## src/hdl/reset_ctrl_pkg.sv

```systemverilog
package reset_ctrl_pkg;

    // ==========================================================
    // Register map (byte addresses)
    localparam logic [7:0] ADDR_CAUSE = 8'h00;
    localparam logic [7:0] ADDR_IRQ_MASK = 8'h04;
    localparam logic [7:0] ADDR_CTRL = 8'h08;
    localparam logic [7:0] ADDR_PERIPH_RST = 8'h0C;
    localparam logic [7:0] ADDR_APP_INT_RST = 8'h10;
    localparam logic [7:0] ADDR_IDENT0 = 8'h14;
    localparam logic [7:0] ADDR_IDENT1 = 8'h18;
    localparam logic [7:0] ADDR_CAPAB0 = 8'h1C;

    // ==========================================================
    // Reset cause bit positions (also interrupt status layout)
    localparam int CAUSE_EXT = 0;
    localparam int CAUSE_POR = 1;
    localparam int CAUSE_BOR = 2;
    localparam int CAUSE_WDT = 3;
    localparam int CAUSE_SW = 4;
    localparam int CAUSE_W = 5;

    // Control bits
    localparam int CTRL_BOR_EN = 1;
    localparam int CTRL_WDT_RST_EN = 0;
    localparam int APP_SYSREQ = 2;

    // ==========================================================
    // Reset values
    localparam logic [31:0] CTRL_RESET = 32'h0000_0000;
    localparam logic [31:0] MASK_RESET = 32'h0000_0000;

    // Identification values: arbitrary, not those of any real part
    localparam logic [31:0] IDENT0_VAL = 32'h1000_0001;
    localparam logic [31:0] IDENT1_VAL = 32'h2000_0002;
    localparam logic [31:0] CAPAB0_VAL = 32'h0003_0004;

    // ==========================================================
    // Timing: external pin must hold for this many samples
    localparam int PIN_FILTER_CYCLES = 2;
    localparam int BOOT_FETCH_CYCLES = 3;

    typedef enum logic [1:0] {
        BOOT_HOLD = 2'b00,
        BOOT_SP = 2'b01,
        BOOT_PC = 2'b10,
        BOOT_RUN = 2'b11
    } boot_state_type;

endpackage

```

## src/hdl/reset_sync.sv

```systemverilog
`timescale 1ns/10ps
`default_nettype none
// Async assert, two-flop synchronous release of one reset line
module reset_sync
    import reset_ctrl_pkg::*;
(
    // Clock and combined request
    input wire logic clk_sys_i,
    input wire logic assert_i,
    // Synchronised active-low reset
    output logic rstn_o
);
    logic stage1;
    logic stage2;

    // ==========================================================
    // Assertion is async so a request bites even without a clock
    always_ff @(posedge clk_sys_i or posedge assert_i) begin
        if (assert_i) begin
            stage1 <= 1'b0;
            stage2 <= 1'b0;
        end else begin
            stage1 <= 1'b1;
            stage2 <= stage1;
        end
    end

    assign rstn_o = stage2;
endmodule
`default_nettype wire

```

## src/hdl/pin_filter.sv

```systemverilog
`timescale 1ns/10ps
`default_nettype none
// Synchronise and debounce the active-low reset pin
module pin_filter
    import reset_ctrl_pkg::*;
#(
    parameter int HOLD = PIN_FILTER_CYCLES
) (
    // Clock and reset
    input wire logic clk_sys_i,
    input wire logic rstn_i,
    // Raw pin
    input wire logic pin_n_i,
    // Filtered assertion, active high
    output logic active_o
);
    logic sync1;
    logic sync2;
    logic [3:0] run;

    // ==========================================================
    // Two-flop synchroniser; only sync2 feeds logic
    always_ff @(posedge clk_sys_i) begin
        sync1 <= pin_n_i;
        sync2 <= sync1;
    end

    // Count consecutive low samples so a one-cycle glitch is ignored
    always_ff @(posedge clk_sys_i) begin
        if (!rstn_i) begin
            run <= 4'h0;
            active_o <= 1'b0;
        end else if (sync2) begin
            run <= 4'h0;
            active_o <= 1'b0;
        end else begin
            if (run != 4'(HOLD)) run <= run + 4'h1;
            active_o <= (run >= 4'(HOLD - 1));
        end
    end
endmodule
`default_nettype wire

```

## src/hdl/reset_source_controller.sv

```systemverilog
`timescale 1ns/10ps
`default_nettype none
// Functional notes
// - Five reset causes accepted
// - Power-on resets core, test port, peripherals
// - Pin resets core and peripherals, not port
// - Other sources spare test port; soft peripheral
// - System request bit triggers system reset
// - Cause flag set for each reset
// - Cause flags sticky across later resets
// - Power-on clears others, sets its flag
// - Hold reset until power-on detector inactive
// - Boot fetches stack, counter, then runs
// - Power-on asserts only at first power-up
// - Read-only identification registers
// - Brown-out resets only when enabled
// - Peripheral reset on set-then-clear bit
// - Watchdog reset needs second timeout, enable
module reset_source_controller
    import reset_ctrl_pkg::*;
#(
    parameter int PERIPH_N = 8
) (
    // Clock and bus-domain reset
    input wire logic clk_sys_i,
    input wire logic rstn_i,
    // Reset sources
    input wire logic por_active_i,
    input wire logic ext_reset_n_i,
    input wire logic brownout_i,
    input wire logic wdt_timeout_i,
    input wire logic wdt_int_pending_i,
    // Test-mode pins, must be tied low
    input wire logic test_mode_pin_lo_i,
    input wire logic test_mode_pin_hi_i,
    // Register port
    input wire logic [7:0] addr_i,
    input wire logic [31:0] wdata_i,
    input wire logic wr_i,
    input wire logic rd_i,
    output logic [31:0] rdata_o,
    // Reset outputs, active low
    output logic core_rstn_o,
    output logic tap_rstn_o,
    output logic [PERIPH_N-1:0] periph_rstn_o,
    // Boot sequencing and status
    output boot_state_type boot_state_o,
    output logic fetch_sp_o,
    output logic fetch_pc_o,
    output logic test_mode_bad_o,
    output logic irq_o
);
    // Of these flops, only cause and cause_pend are reset by power-on alone
    logic por_q1;
    logic por_q2;
    logic ext_active;
    logic [CAUSE_W-1:0] cause;
    logic [CAUSE_W-1:0] irq_mask;
    logic [1:0] ctrl;
    logic [PERIPH_N-1:0] periph_bits;
    logic [PERIPH_N-1:0] periph_pulse;
    logic sys_req;
    logic wdt_armed;
    logic wdt_req;
    logic [CAUSE_W-1:0] cause_pend;
    boot_state_type boot_state;
    logic core_rstn_s;
    logic tm1;
    logic tm2;

    // ==========================================================
    // Source qualification
    wire bor_req = brownout_i & ctrl[CTRL_BOR_EN];
    wire core_req = por_active_i | ext_active | bor_req | sys_req
        | wdt_req;
    wire tap_req = por_active_i;
    wire [CAUSE_W-1:0] cause_now = {sys_req, wdt_req, bor_req,
        por_active_i, ext_active};

    // Bus decode
    wire sel_cause = addr_i == ADDR_CAUSE;
    wire sel_mask = addr_i == ADDR_IRQ_MASK;
    wire sel_ctrl = addr_i == ADDR_CTRL;
    wire sel_periph = addr_i == ADDR_PERIPH_RST;
    wire sel_app = addr_i == ADDR_APP_INT_RST;
    wire sel_id0 = addr_i == ADDR_IDENT0;
    wire sel_id1 = addr_i == ADDR_IDENT1;
    wire sel_cap = addr_i == ADDR_CAPAB0;

    // ==========================================================
    // External pin filter
    pin_filter u_pin (
        .clk_sys_i(clk_sys_i),
        .rstn_i(~por_active_i),
        .pin_n_i(ext_reset_n_i),
        .active_o(ext_active)
    );

    // Reset release synchronisers
    reset_sync u_core (
        .clk_sys_i(clk_sys_i),
        .assert_i(core_req),
        .rstn_o(core_rstn_s)
    );
    reset_sync u_tap (
        .clk_sys_i(clk_sys_i),
        .assert_i(tap_req),
        .rstn_o(tap_rstn_o)
    );

    genvar g;
    generate
        for (g = 0; g < PERIPH_N; g++) begin : g_per
            reset_sync u_per (
                .clk_sys_i(clk_sys_i),
                .assert_i(core_req | periph_pulse[g]),
                .rstn_o(periph_rstn_o[g])
            );
        end
    endgenerate

    assign core_rstn_o = core_rstn_s;

    // ==========================================================
    // Cause register: power-on wipes others and sets its own flag
    always_ff @(posedge clk_sys_i) begin
        if (por_active_i) begin
            cause <= 5'h02;
        end else begin
            cause <= cause | cause_now;
        end
    end

    // Interrupt status: set wins over write-one clear
    always_ff @(posedge clk_sys_i) begin
        if (por_active_i) begin
            cause_pend <= 5'h00;
        end else if (wr_i && sel_cause) begin
            cause_pend <= (cause_pend & ~wdata_i[CAUSE_W-1:0])
                | cause_now;
        end else begin
            cause_pend <= cause_pend | cause_now;
        end
    end

    assign irq_o = |(cause_pend & irq_mask);

    // ==========================================================
    // Control registers live in the always-on domain
    always_ff @(posedge clk_sys_i) begin
        if (!rstn_i || por_active_i) begin
            irq_mask <= MASK_RESET[CAUSE_W-1:0];
            ctrl <= CTRL_RESET[1:0];
        end else if (wr_i) begin
            if (sel_mask) irq_mask <= wdata_i[CAUSE_W-1:0];
            if (sel_ctrl) ctrl <= wdata_i[1:0];
        end
    end

    // Peripheral bits: reset fires on the falling edge of a bit
    always_ff @(posedge clk_sys_i) begin
        if (!core_rstn_s) begin
            periph_bits <= '0;
            periph_pulse <= '0;
        end else if (wr_i && sel_periph) begin
            periph_bits <= wdata_i[PERIPH_N-1:0];
            periph_pulse <= periph_bits & ~wdata_i[PERIPH_N-1:0];
        end else begin
            periph_pulse <= '0;
        end
    end

    // System request: one write pulls the core into reset
    always_ff @(posedge clk_sys_i) begin
        if (!core_rstn_s) begin
            sys_req <= 1'b0;
        end else if (wr_i && sel_app && wdata_i[APP_SYSREQ]) begin
            sys_req <= 1'b1;
        end
    end

    // Watchdog: first timeout arms, second with interrupt pending
    always_ff @(posedge clk_sys_i) begin
        if (!core_rstn_s) begin
            wdt_armed <= 1'b0;
            wdt_req <= 1'b0;
        end else if (wdt_timeout_i) begin
            wdt_armed <= 1'b1;
            wdt_req <= wdt_armed & wdt_int_pending_i
                & ctrl[CTRL_WDT_RST_EN];
        end else if (!wdt_int_pending_i) begin
            wdt_armed <= 1'b0;
        end
    end

    // ==========================================================
    // Boot sequence after core release
    always_ff @(posedge clk_sys_i) begin
        if (!core_rstn_s) begin
            boot_state <= BOOT_HOLD;
        end else begin
            case (boot_state)
                BOOT_HOLD: boot_state <= BOOT_SP;
                BOOT_SP: boot_state <= BOOT_PC;
                BOOT_PC: boot_state <= BOOT_RUN;
                default: boot_state <= BOOT_RUN;
            endcase
        end
    end

    assign boot_state_o = boot_state;
    assign fetch_sp_o = boot_state == BOOT_SP;
    assign fetch_pc_o = boot_state == BOOT_PC;

    // ==========================================================
    // Test-mode pins are off-domain; flag any non-zero pattern
    always_ff @(posedge clk_sys_i) begin
        tm1 <= test_mode_pin_lo_i | test_mode_pin_hi_i;
        tm2 <= tm1;
    end

    always_ff @(posedge clk_sys_i) begin
        if (!rstn_i) begin
            test_mode_bad_o <= 1'b0;
        end else begin
            test_mode_bad_o <= tm2;
        end
    end

    // ==========================================================
    // Read port, data one cycle after the strobe
    always_ff @(posedge clk_sys_i) begin
        if (!rstn_i) begin
            rdata_o <= 32'h0000_0000;
        end else if (rd_i) begin
            if (sel_cause) rdata_o <= {27'h0, cause};
            else if (sel_mask) rdata_o <= {27'h0, irq_mask};
            else if (sel_ctrl) rdata_o <= {30'h0, ctrl};
            else if (sel_periph) rdata_o <= 32'(periph_bits);
            else if (sel_id0) rdata_o <= IDENT0_VAL;
            else if (sel_id1) rdata_o <= IDENT1_VAL;
            else if (sel_cap) rdata_o <= CAPAB0_VAL;
            else rdata_o <= 32'h0000_0000;
        end else begin
            rdata_o <= 32'h0000_0000;
        end
    end
endmodule
`default_nettype wire

```

## config.mk

```make
export PLATFORM = sky130hd
export DESIGN_NAME = reset_source_controller
export DESIGN_NICKNAME = d
export VERILOG_FILES = /design/src/hdl/reset_ctrl_pkg.sv /design/src/hdl/reset_sync.sv /design/src/hdl/pin_filter.sv /design/src/hdl/reset_source_controller.sv
export SDC_FILE = /design/constraint.sdc
export NUM_CORES = 1
export LEC_CHECK = 0
export BUFFER_PORTS_ARGS = -buffer_cell sky130_fd_sc_hd__buf_4
export CORE_MARGIN = 4
export CORE_UTILIZATION = 47
export CTS_BUF_LIST = sky130_fd_sc_hd__clkbuf_2 sky130_fd_sc_hd__clkbuf_4 sky130_fd_sc_hd__clkbuf_8
export CTS_CLUSTER_DIAMETER = 30
export DETAILED_ROUTE_END_ITERATION = 8
export GPL_TIMING_DRIVEN = 0
export PLACE_DENSITY = 0.75
export SKIP_LAST_GASP = 1
export SLEW_MARGIN = 0
export SYNTH_ARGS = -nofsm -noshare
export SYNTH_HDL_FRONTEND = slang
export SYNTH_SLANG_ARGS = --single-unit
```

## constraint.sdc

```tcl
create_clock -name clk_sys_i -period 0.8 [get_ports clk_sys_i]
set_clock_uncertainty 0.05 [all_clocks]
set_input_delay 0.16 -clock clk_sys_i [delete_from_list [all_inputs] [get_ports clk_sys_i]]
set_output_delay 0.16 -clock clk_sys_i [all_outputs]
set_load 0.03 [all_outputs]
```

==> results.md, run 1 <==
* Run status: finished with violations
* Failing checks: negative hold slack, negative setup slack
* Final Hold Fails at 23
* Yosys top cell area share at 0.389
* Top cells by area, synth: dfxtp_1 39%, dfrtp_1 16%, buf_4 7.2%
* Die Outline Area at 0.00781 mm²
* WP buf/inv at 1
* CTS buffer count at 9
* Fin crit share at 2.05
* Vias per cell at 5.43
* Reported net switching power at 2.25 mW
* Clock share of power at 0.358
* Clock Root Buffer: clkbuf_8
* Crit path cell chain: a222oi_1 > nand2_2 > buf_6
* Crit end category: output port
* Die width at 88.4 µm
* Clock sinks at 79
* Ys Warns at 0
* Pin count of the biggest net entering global routing at 15
* Slowest CP cell: a222oi_1
* # fillers at 353
* First-pass iteration count of the detailed router at 5
* Rows at 29
* Multi-input logic area at 0.00171 mm²
* Die height at 88.4 µm
* Max stage delay on crit path at 0.47 ns
* Post-DP Area at 0.00380 mm²
* Residual DRC at 0
* Power per Cell Area at 1680 mW/mm²
* Main synth FF type: dfxtp_1
* Count of different cell masters after synthesis at 41
* Worst Path Max Fanout at 3
* RSZ-0062 raised after global routing: yes
* Placeable Area at 0.00631 mm²
* Max-cap viol count at 0
* VDD IR max at 1.26 mV
* Worst Hold Margin at -0.128 ns
* Number of global-route vias before repair at 2579
* Setup slack after layout at -0.840 ns
* Sequential-to-total area share from yosys stat at 0.554
* Routed wire per std cell at 19.2 µm
* Area grow syn2layout at 64.0%
* Gr ovfl total at 0
* Clk Latency, worst-skew pair at 0.36 ns
* Combinational share of power at 0.153
* Port bufs at 53
* CP required at 0.59 ns
* #FFs+latches synth at 79
* Finished Cell Area at 0.00498 mm²
* Initial antenna violation count at 0
* Pint at 6.13 mW
* Worst path top cell family by delay: compound AO/OA/AOI/OAI gates
* CP startpoint kind: flop
* Worst slew margin at 0.568
* DP Wirelength at 4.92 mm
* Final #Nets at 480
* Post-DRT Antenna Nets at 0
* Final Max Slew Viols at 0
* Clock Tree Buf Depth at 2
* Sequential power share at 0.488
* N_diodes at 0
* FMAX at 610 MHz
* Most frequent cell after synthesis: dfxtp_1
* Clk slew on worst S/H paths at 0.08 ns
* First-pass GRT wire length at 12.8 mm
* Post-synth top area cell: dfxtp_1
* Htree depth at 3
* Cts hold-fix bufs at 7
* DR vias at 2753
* Total global routing track utilization at 0.220
* Worst Setup Path Type: reg2out
* Pre-CTS WS at -0.797 ns
* Placer Congestion at 0.885
* Syn Area/Cell at 10.2 µm²
* Worst EP arrival at 1.43 ns
* Routed wire length at 9.72 mm
* Final setup viols at 96
* Ports at 99
* Synth async-reset ratio at 0.253
* Synth cell count leaders: 59 x dfxtp_1, 29 x buf_4, 29 x nor2_1
* Layout cells sized above 1 at 0.605
* Post-synth EDFFs at 0
* Sw Share at 0.269
* Worst slew pin tran at 0.648 ns
* Initial Utilization at 0.481
* Syn Inst Count at 297
* FF+latch area at 0.00174 mm²
* Minimum clock period at 1.64 ns
* Setup TNS Final at -22.35 ns
* Post-synthesis cell area at 0.00304 mm²
* DR iter-0 viols at 291
* CTS tree: built
* Leakage at 2.08 nW
* Worst Hold Class: in2async
[logic make-up after synthesis]
| group | count (synthesis) | share of synthesized area |
|---|---|---|
| and+or+nand+nor | 121 | 0.224 |
| DFF | 79 | 0.554 |
| buffers and inverters | 44 | 0.0927 |
| AOI/OAI and AO/OA | 37 | 0.0774 |
| muxes | 8 | 0.0276 |
| adders and majority gates | 4 | 0.0165 |
| other | 2 | 0.00247 |
| xor gates and xnor gates | 2 | 0.00577 |
[worst reg2reg max path, delay by kind of cell, from the launching register on]
family | cells | cell delay, ns
flip-flops | 1 | 0.37
buffers and inverters | 2 | 0.11
AND/OR/NAND/NOR | 2 | 0.25
adder cells (fa/ha/maj) | 1 | 0.13
multiplexers | 1 | 0.20
[area by class of cell]
| class | count | area share |
|---|---|---|
| tap | 77 | 0.0193 |
| inverter | 8 | 0.00804 |
| clock inverter | 5 | 0.0116 |
| buffer | 28 | 0.0540 |
| sequential | 79 | 0.348 |
| multi-input combinational | 203 | 0.343 |
| clock buffer | 11 | 0.0279 |
| timing repair buffer | 96 | 0.188 |
[per-stage QoR]
step,std cells,utilization,power (mW)
after floorplan,325,-,4.75
after global placement,455,0.602,5.03
after detailed placement,455,0.602,5.05
after CTS,495,0.740,8.22
after global routing,507,0.789,8.66
final,507,0.789,8.39
[placed cells by master (no fill, tap or decap), types with 3 or more instances in the layout]
master	Yosys	routed
nor3_4	0	3
nor2b_1	9	4
mux2i_1	5	4
nor2b_4	0	5
buf_6	1	40
dfrtp_1	20	19
dfxtp_2	0	21
buf_4	29	63
nor3_2	0	5
nor2_2	0	5
or4_4	0	3
inv_4	0	5
clkbuf_8	0	10
nor2_1	29	15
nor2_4	0	9
nand4_1	4	4
nand2_1	25	13
and2_1	6	5
a21oi_2	0	6
dfxtp_4	0	7
inv_1	8	4
nand3_4	1	5
buf_8	0	8
o21a_1	3	3
a21oi_1	11	5
nand3_2	0	9
dfxtp_1	59	31
nor3_1	14	6
conb_1	2	30
nand2_2	0	9
ha_4	0	4
o21ai_1	0	5
mux2_4	0	3
dlygate4sd3_1	0	7
nor3b_2	8	8
o21ai_2	0	5
[final timing paths]
check / start / endpoint / slack (ns) / depth (start not counted)
max: irq_mask[0]$_SDFFE_PP0P_ / irq_o / -0.84 / 3
min: brownout_i / u_core.stage1$_DFF_PP0_ / -0.13 / 4
max reg2reg: u_pin.run[0]$_SDFFE_PP0P_ / u_pin.run[1]$_SDFFE_PP0P_ / -0.45 / 6
min reg2reg: periph_pulse[1]$_SDFF_PN0_ / g_per[1].u_per.stage1$_DFF_PP0_ / 0.05 / 1
max in group asynchronous: u_pin.active_o$_SDFF_PP0_ / g_per[1].u_per.rstn_o$_DFF_PP0_ / -0.15 / 4
min in group clk_sys_i: test_mode_pin_lo_i / tm1$_DFF_P_ / -0.06 / 2
[sequential cells by signal, summed over array words and instances, names as in the netlist, 2 cells and up]
signal and cells:
g_per.u_per.stage1 8, irq_mask 5, cause_pend 5, periph_bits 8
g_per.u_per.rstn_o 8, periph_pulse 8, rdata_o 11, u_pin.run 4
boot_state_o 2, ctrl 2, cause 5
[timing repair]
item | 4_1_cts | 5_1_grt
endpoints found under the hold margin | 34 | 22
pin swaps | 35 | 27
setup buffers | 22 | 13
cloned | 3 | 0
setup endpoints to repair | 95 | 96
gates resized for setup | 129 | 58
[per-layer routing]
metal | track usage | wire length (µm) | up-vias
li1 | - | - | 1217
met1 | 0.256 | 3510 | 1322
met2 | 0.382 | 4970 | 164
met3 | 0.0428 | 795 | 50
met4 | 0.118 | 443 | 0
met5 | 0 | 0 | -
[power groups by stage]
stage,clock [mW],sequential (mW),combinational (mW)
final,3.01,4.09,1.29
after global routing,3.20,4.11,1.36
after CTS,3.02,4.09,1.11
after detailed placement,0,4.18,0.873
after global placement,0,4.17,0.860
after floorplan,0,4.20,0.547
(Power assumes the default switching activity.)
==> run 2: changes to the inputs <==
--- a/config.mk
+++ b/config.mk
@@ -6,13 +6,14 @@
 export NUM_CORES = 1
 export LEC_CHECK = 0
 export BUFFER_PORTS_ARGS = -buffer_cell sky130_fd_sc_hd__buf_4
+export CORE_ASPECT_RATIO = 2
 export CORE_MARGIN = 4
-export CORE_UTILIZATION = 47
+export CORE_UTILIZATION = 56
 export CTS_BUF_LIST = sky130_fd_sc_hd__clkbuf_2 sky130_fd_sc_hd__clkbuf_4 sky130_fd_sc_hd__clkbuf_8
 export CTS_CLUSTER_DIAMETER = 30
 export DETAILED_ROUTE_END_ITERATION = 8
 export GPL_TIMING_DRIVEN = 0
-export PLACE_DENSITY = 0.75
+export PLACE_DENSITY = 0.84
 export SKIP_LAST_GASP = 1
 export SLEW_MARGIN = 0
 export SYNTH_ARGS = -nofsm -noshare
==> constraint.sdc (replaced) <==
create_clock -name clk_sys_i -period 2.1 [get_ports clk_sys_i]
set_clock_uncertainty 0.05 [all_clocks]
set_input_delay 0.42 -clock clk_sys_i [delete_from_list [all_inputs] [get_ports clk_sys_i]]
set_output_delay 0.42 -clock clk_sys_i [all_outputs]
set_load 0.03 [all_outputs]
==> run 2 against run 1 <==
The flow now finishes without violations. Via count down 15%. First-iteration DRC count is 81% lower. Die area down 14%. Sequential cell count is the same. Largest power group unchanged. Highest routed layer unchanged.
==> results.md, run 2 (synthesis results as in run 1) <==
* Worst setup path start: irq_mask[0]$_SDFFE_PP0P_ (unchanged)
* Die Outline Area at 0.00674 mm² (was 0.00781 mm²)
* Reg-to-reg startpoint: u_pin.run[0]$_SDFFE_PP0P_ (unchanged)
* First-pass iteration count of the detailed router at 4 (was 5)
* Final Hold Fails at 0 (was 23)
* Routed wire per std cell at 14.1 µm (was 19.2 µm)
* Vias per cell at 5.16 (was 5.43)
* Post-DRT Antenna Nets at 0 (unchanged)
* GR Layer Usage met3 at 0.0575 (was 0.0428)
* Layout cells sized above 1 at 0.294 (was 0.605)
* Most common cell after layout, fill and taps aside: buf_4 (unchanged)
* Final #Nets at 445 (was 480)
* # fillers at 419 (was 353)
* Worst slew pin tran at 0.513 ns (was 0.648 ns)
* Routed wire length at 6.39 mm (was 9.72 mm)
* Max reg flops at 11 (unchanged)
* Die height at 112 µm (was 88.4 µm)
* Worst Setup Path Type: reg2out (unchanged)
* Leakage at 1.67 nW (was 2.08 nW)
* Clock Root Buffer: clkbuf_8 (unchanged)
* Total global routing track utilization at 0.209 (was 0.220)
* Post-cts resize count at 0 (was 129)
* Port bufs at 53 (unchanged)
* Final setup viols at 0 (was 96)
* Biggest register: rdata_o (unchanged)
* FMAX at 551 MHz
* Worst Hold Class: reg2async (was in2async)
* Most Crowded Layer GR: met2 (unchanged)
* Final Non-Filler Cells at 453 (was 507)
* CP startpoint kind: flop (unchanged)
* Worst slew margin at 0.657 (was 0.568)
* Sequential power share at 0.546 (was 0.488)
* DR vias at 2339 (was 2753)
* Gr ovfl total at 0 (unchanged)
* Minimum clock period at 1.81 ns
* Rows at 37 (was 29)
* Most frequent cells in the layout: 82 x buf_4, 59 x dfxtp_1, 30 x conb_1 (was 63 x buf_4, 40 x buf_6, 31 x dfxtp_1)
* Initial Utilization at 0.586 (was 0.481)
* Clock share of power at 0.342 (was 0.358)
* Clk slew on worst S/H paths at 0.08 ns (about the same)
* Post-CTS setup buffer count at 0 (was 22)
* Pint at 2.12 mW (was 6.13 mW)
* N_diodes at 0 (unchanged)
* First-pass GRT wire length at 10.5 mm (was 12.8 mm)
* CP required at 1.63 ns (was 0.59 ns)
* Final Max Slew Viols at 0 (unchanged)
* Cts hold-fix bufs at 1 (was 7)
* Pin count of the biggest net entering global routing at 13 (was 15)
* Initial antenna violation count at 0 (unchanged)
* Run status: complete, no violations (was finished with violations)
* Number of global-route vias before repair at 2260 (was 2579)
* Setup TNS Final at 0 ns (was -22.35 ns)
* Ports at 99 (unchanged)
* CTS buffer count at 9 (unchanged)
* GR Util met1 at 0.211 (was 0.256)
* Global Route met2 Usage at 0.368 (was 0.382)
* Htree depth at 3 (unchanged)
* Placer Congestion at 0.926 (was 0.885)
* RSZ-0062 raised after global routing: no (was yes)
* Die width at 60.1 µm (was 88.4 µm)
* Power per Cell Area at 752 mW/mm² (was 1680 mW/mm²)
* Worst Path Max Fanout at 3 (unchanged)
* Area grow syn2layout at 24.8% (was 64.0%)
* Worst EP arrival at 1.34 ns (was 1.43 ns)
* CTS tree: built (unchanged)
* Residual DRC at 0 (unchanged)
* Combinational share of power at 0.111 (was 0.153)
* Reported net switching power at 726 µW (was 2.25 mW)
* Clock Tree Buf Depth at 2 (unchanged)
* DR iter-0 viols at 56 (was 291)
* Max-cap viol count at 0 (unchanged)
* Placeable Area at 0.00518 mm² (was 0.00631 mm²)
* VDD IR max at 0.715 mV (was 1.26 mV)
* DP Wirelength at 5.00 mm (was 4.92 mm)
* Clk Latency, worst-skew pair at 0.36 ns (about the same)
* Crit end category: output port (unchanged)
* Sw Share at 0.255 (was 0.269)
* Fin crit share at 0.864
* Clock sinks at 79 (unchanged)
* R2R depth at 6 (unchanged)
* Dpl cells at 436 (was 455)
[run 2: worst paths after layout]
kind                                                    to  slack, ns
hold reg to reg            g_per[5].u_per.rstn_o$_DFF_PP0_       0.05
hold / removal             g_per[5].u_per.rstn_o$_DFF_PP0_       0.05
setup reg to reg                 u_pin.run[1]$_SDFFE_PP0P_       0.71
setup / recovery                                     irq_o       0.29
min in group clk_sys_i                 u_pin.sync1$_DFF_P_       0.11
max in group asynchronous  g_per[1].u_per.rstn_o$_DFF_PP0_       0.69
[run 2: metrics by stage]
stage / total power, mW / instance area [µm²] / util / setup WS, ns / hold WS [ns]
2_1_floorplan: 1.79 / 3140 / - / 0.450 / 0.0283
6_report: 2.85 / 3790 / 0.731 / 0.285 / 0.0470
4_1_cts: 2.88 / 3790 / 0.731 / 0.274 / 0.0502
3_5_place_dp: 1.90 / 3610 / 0.697 / 0.139 / 0.0434
3_3_place_gp: 1.90 / 3610 / 0.697 / 0.148 / 0.0376
5_1_grt: 2.97 / 3790 / 0.731 / 0.229 / 0.0668
[run 2: power by group through the flow]
| stage | clock (mW) | combinational (mW) | sequential (mW) |
|---|---|---|---|
| floorplan | 0 | 0.193 | 1.60 |
| global placement | 0 | 0.311 | 1.59 |
| detailed placement | 0 | 0.314 | 1.59 |
| CTS | 1.01 | 0.316 | 1.56 |
| global route | 1.06 | 0.343 | 1.56 |
| finish | 0.976 | 0.317 | 1.56 |
[run 2: cell type report]
cell class,count,area [µm²],area share
Buffer,36,251,0.0663
Clock inverter,4,22.5,0.00594
Inverter,8,30.0,0.00792
Timing Repair Buffer,54,408,0.108
Sequential cell,79,1680,0.443
Multi-Input combinational cell,202,1180,0.311
Clock buffer,12,146,0.0386
Tap cell,58,72.6,0.0191
[run 2: critical path, cell delays in order (launching register included)]
cell and delay (ns):
dfxtp_1 0.35, a222oi_1 0.36, nand2_1 0.10, buf_4 0.18
[run 2: metal layers]
layer,share of wire,wire [µm],vias up
met2,0.55,3520,68
met3,0.056,355,15
met1,0.36,2290,1113
li1,-,-,1143
met5,0,0,-
met4,0.035,223,0
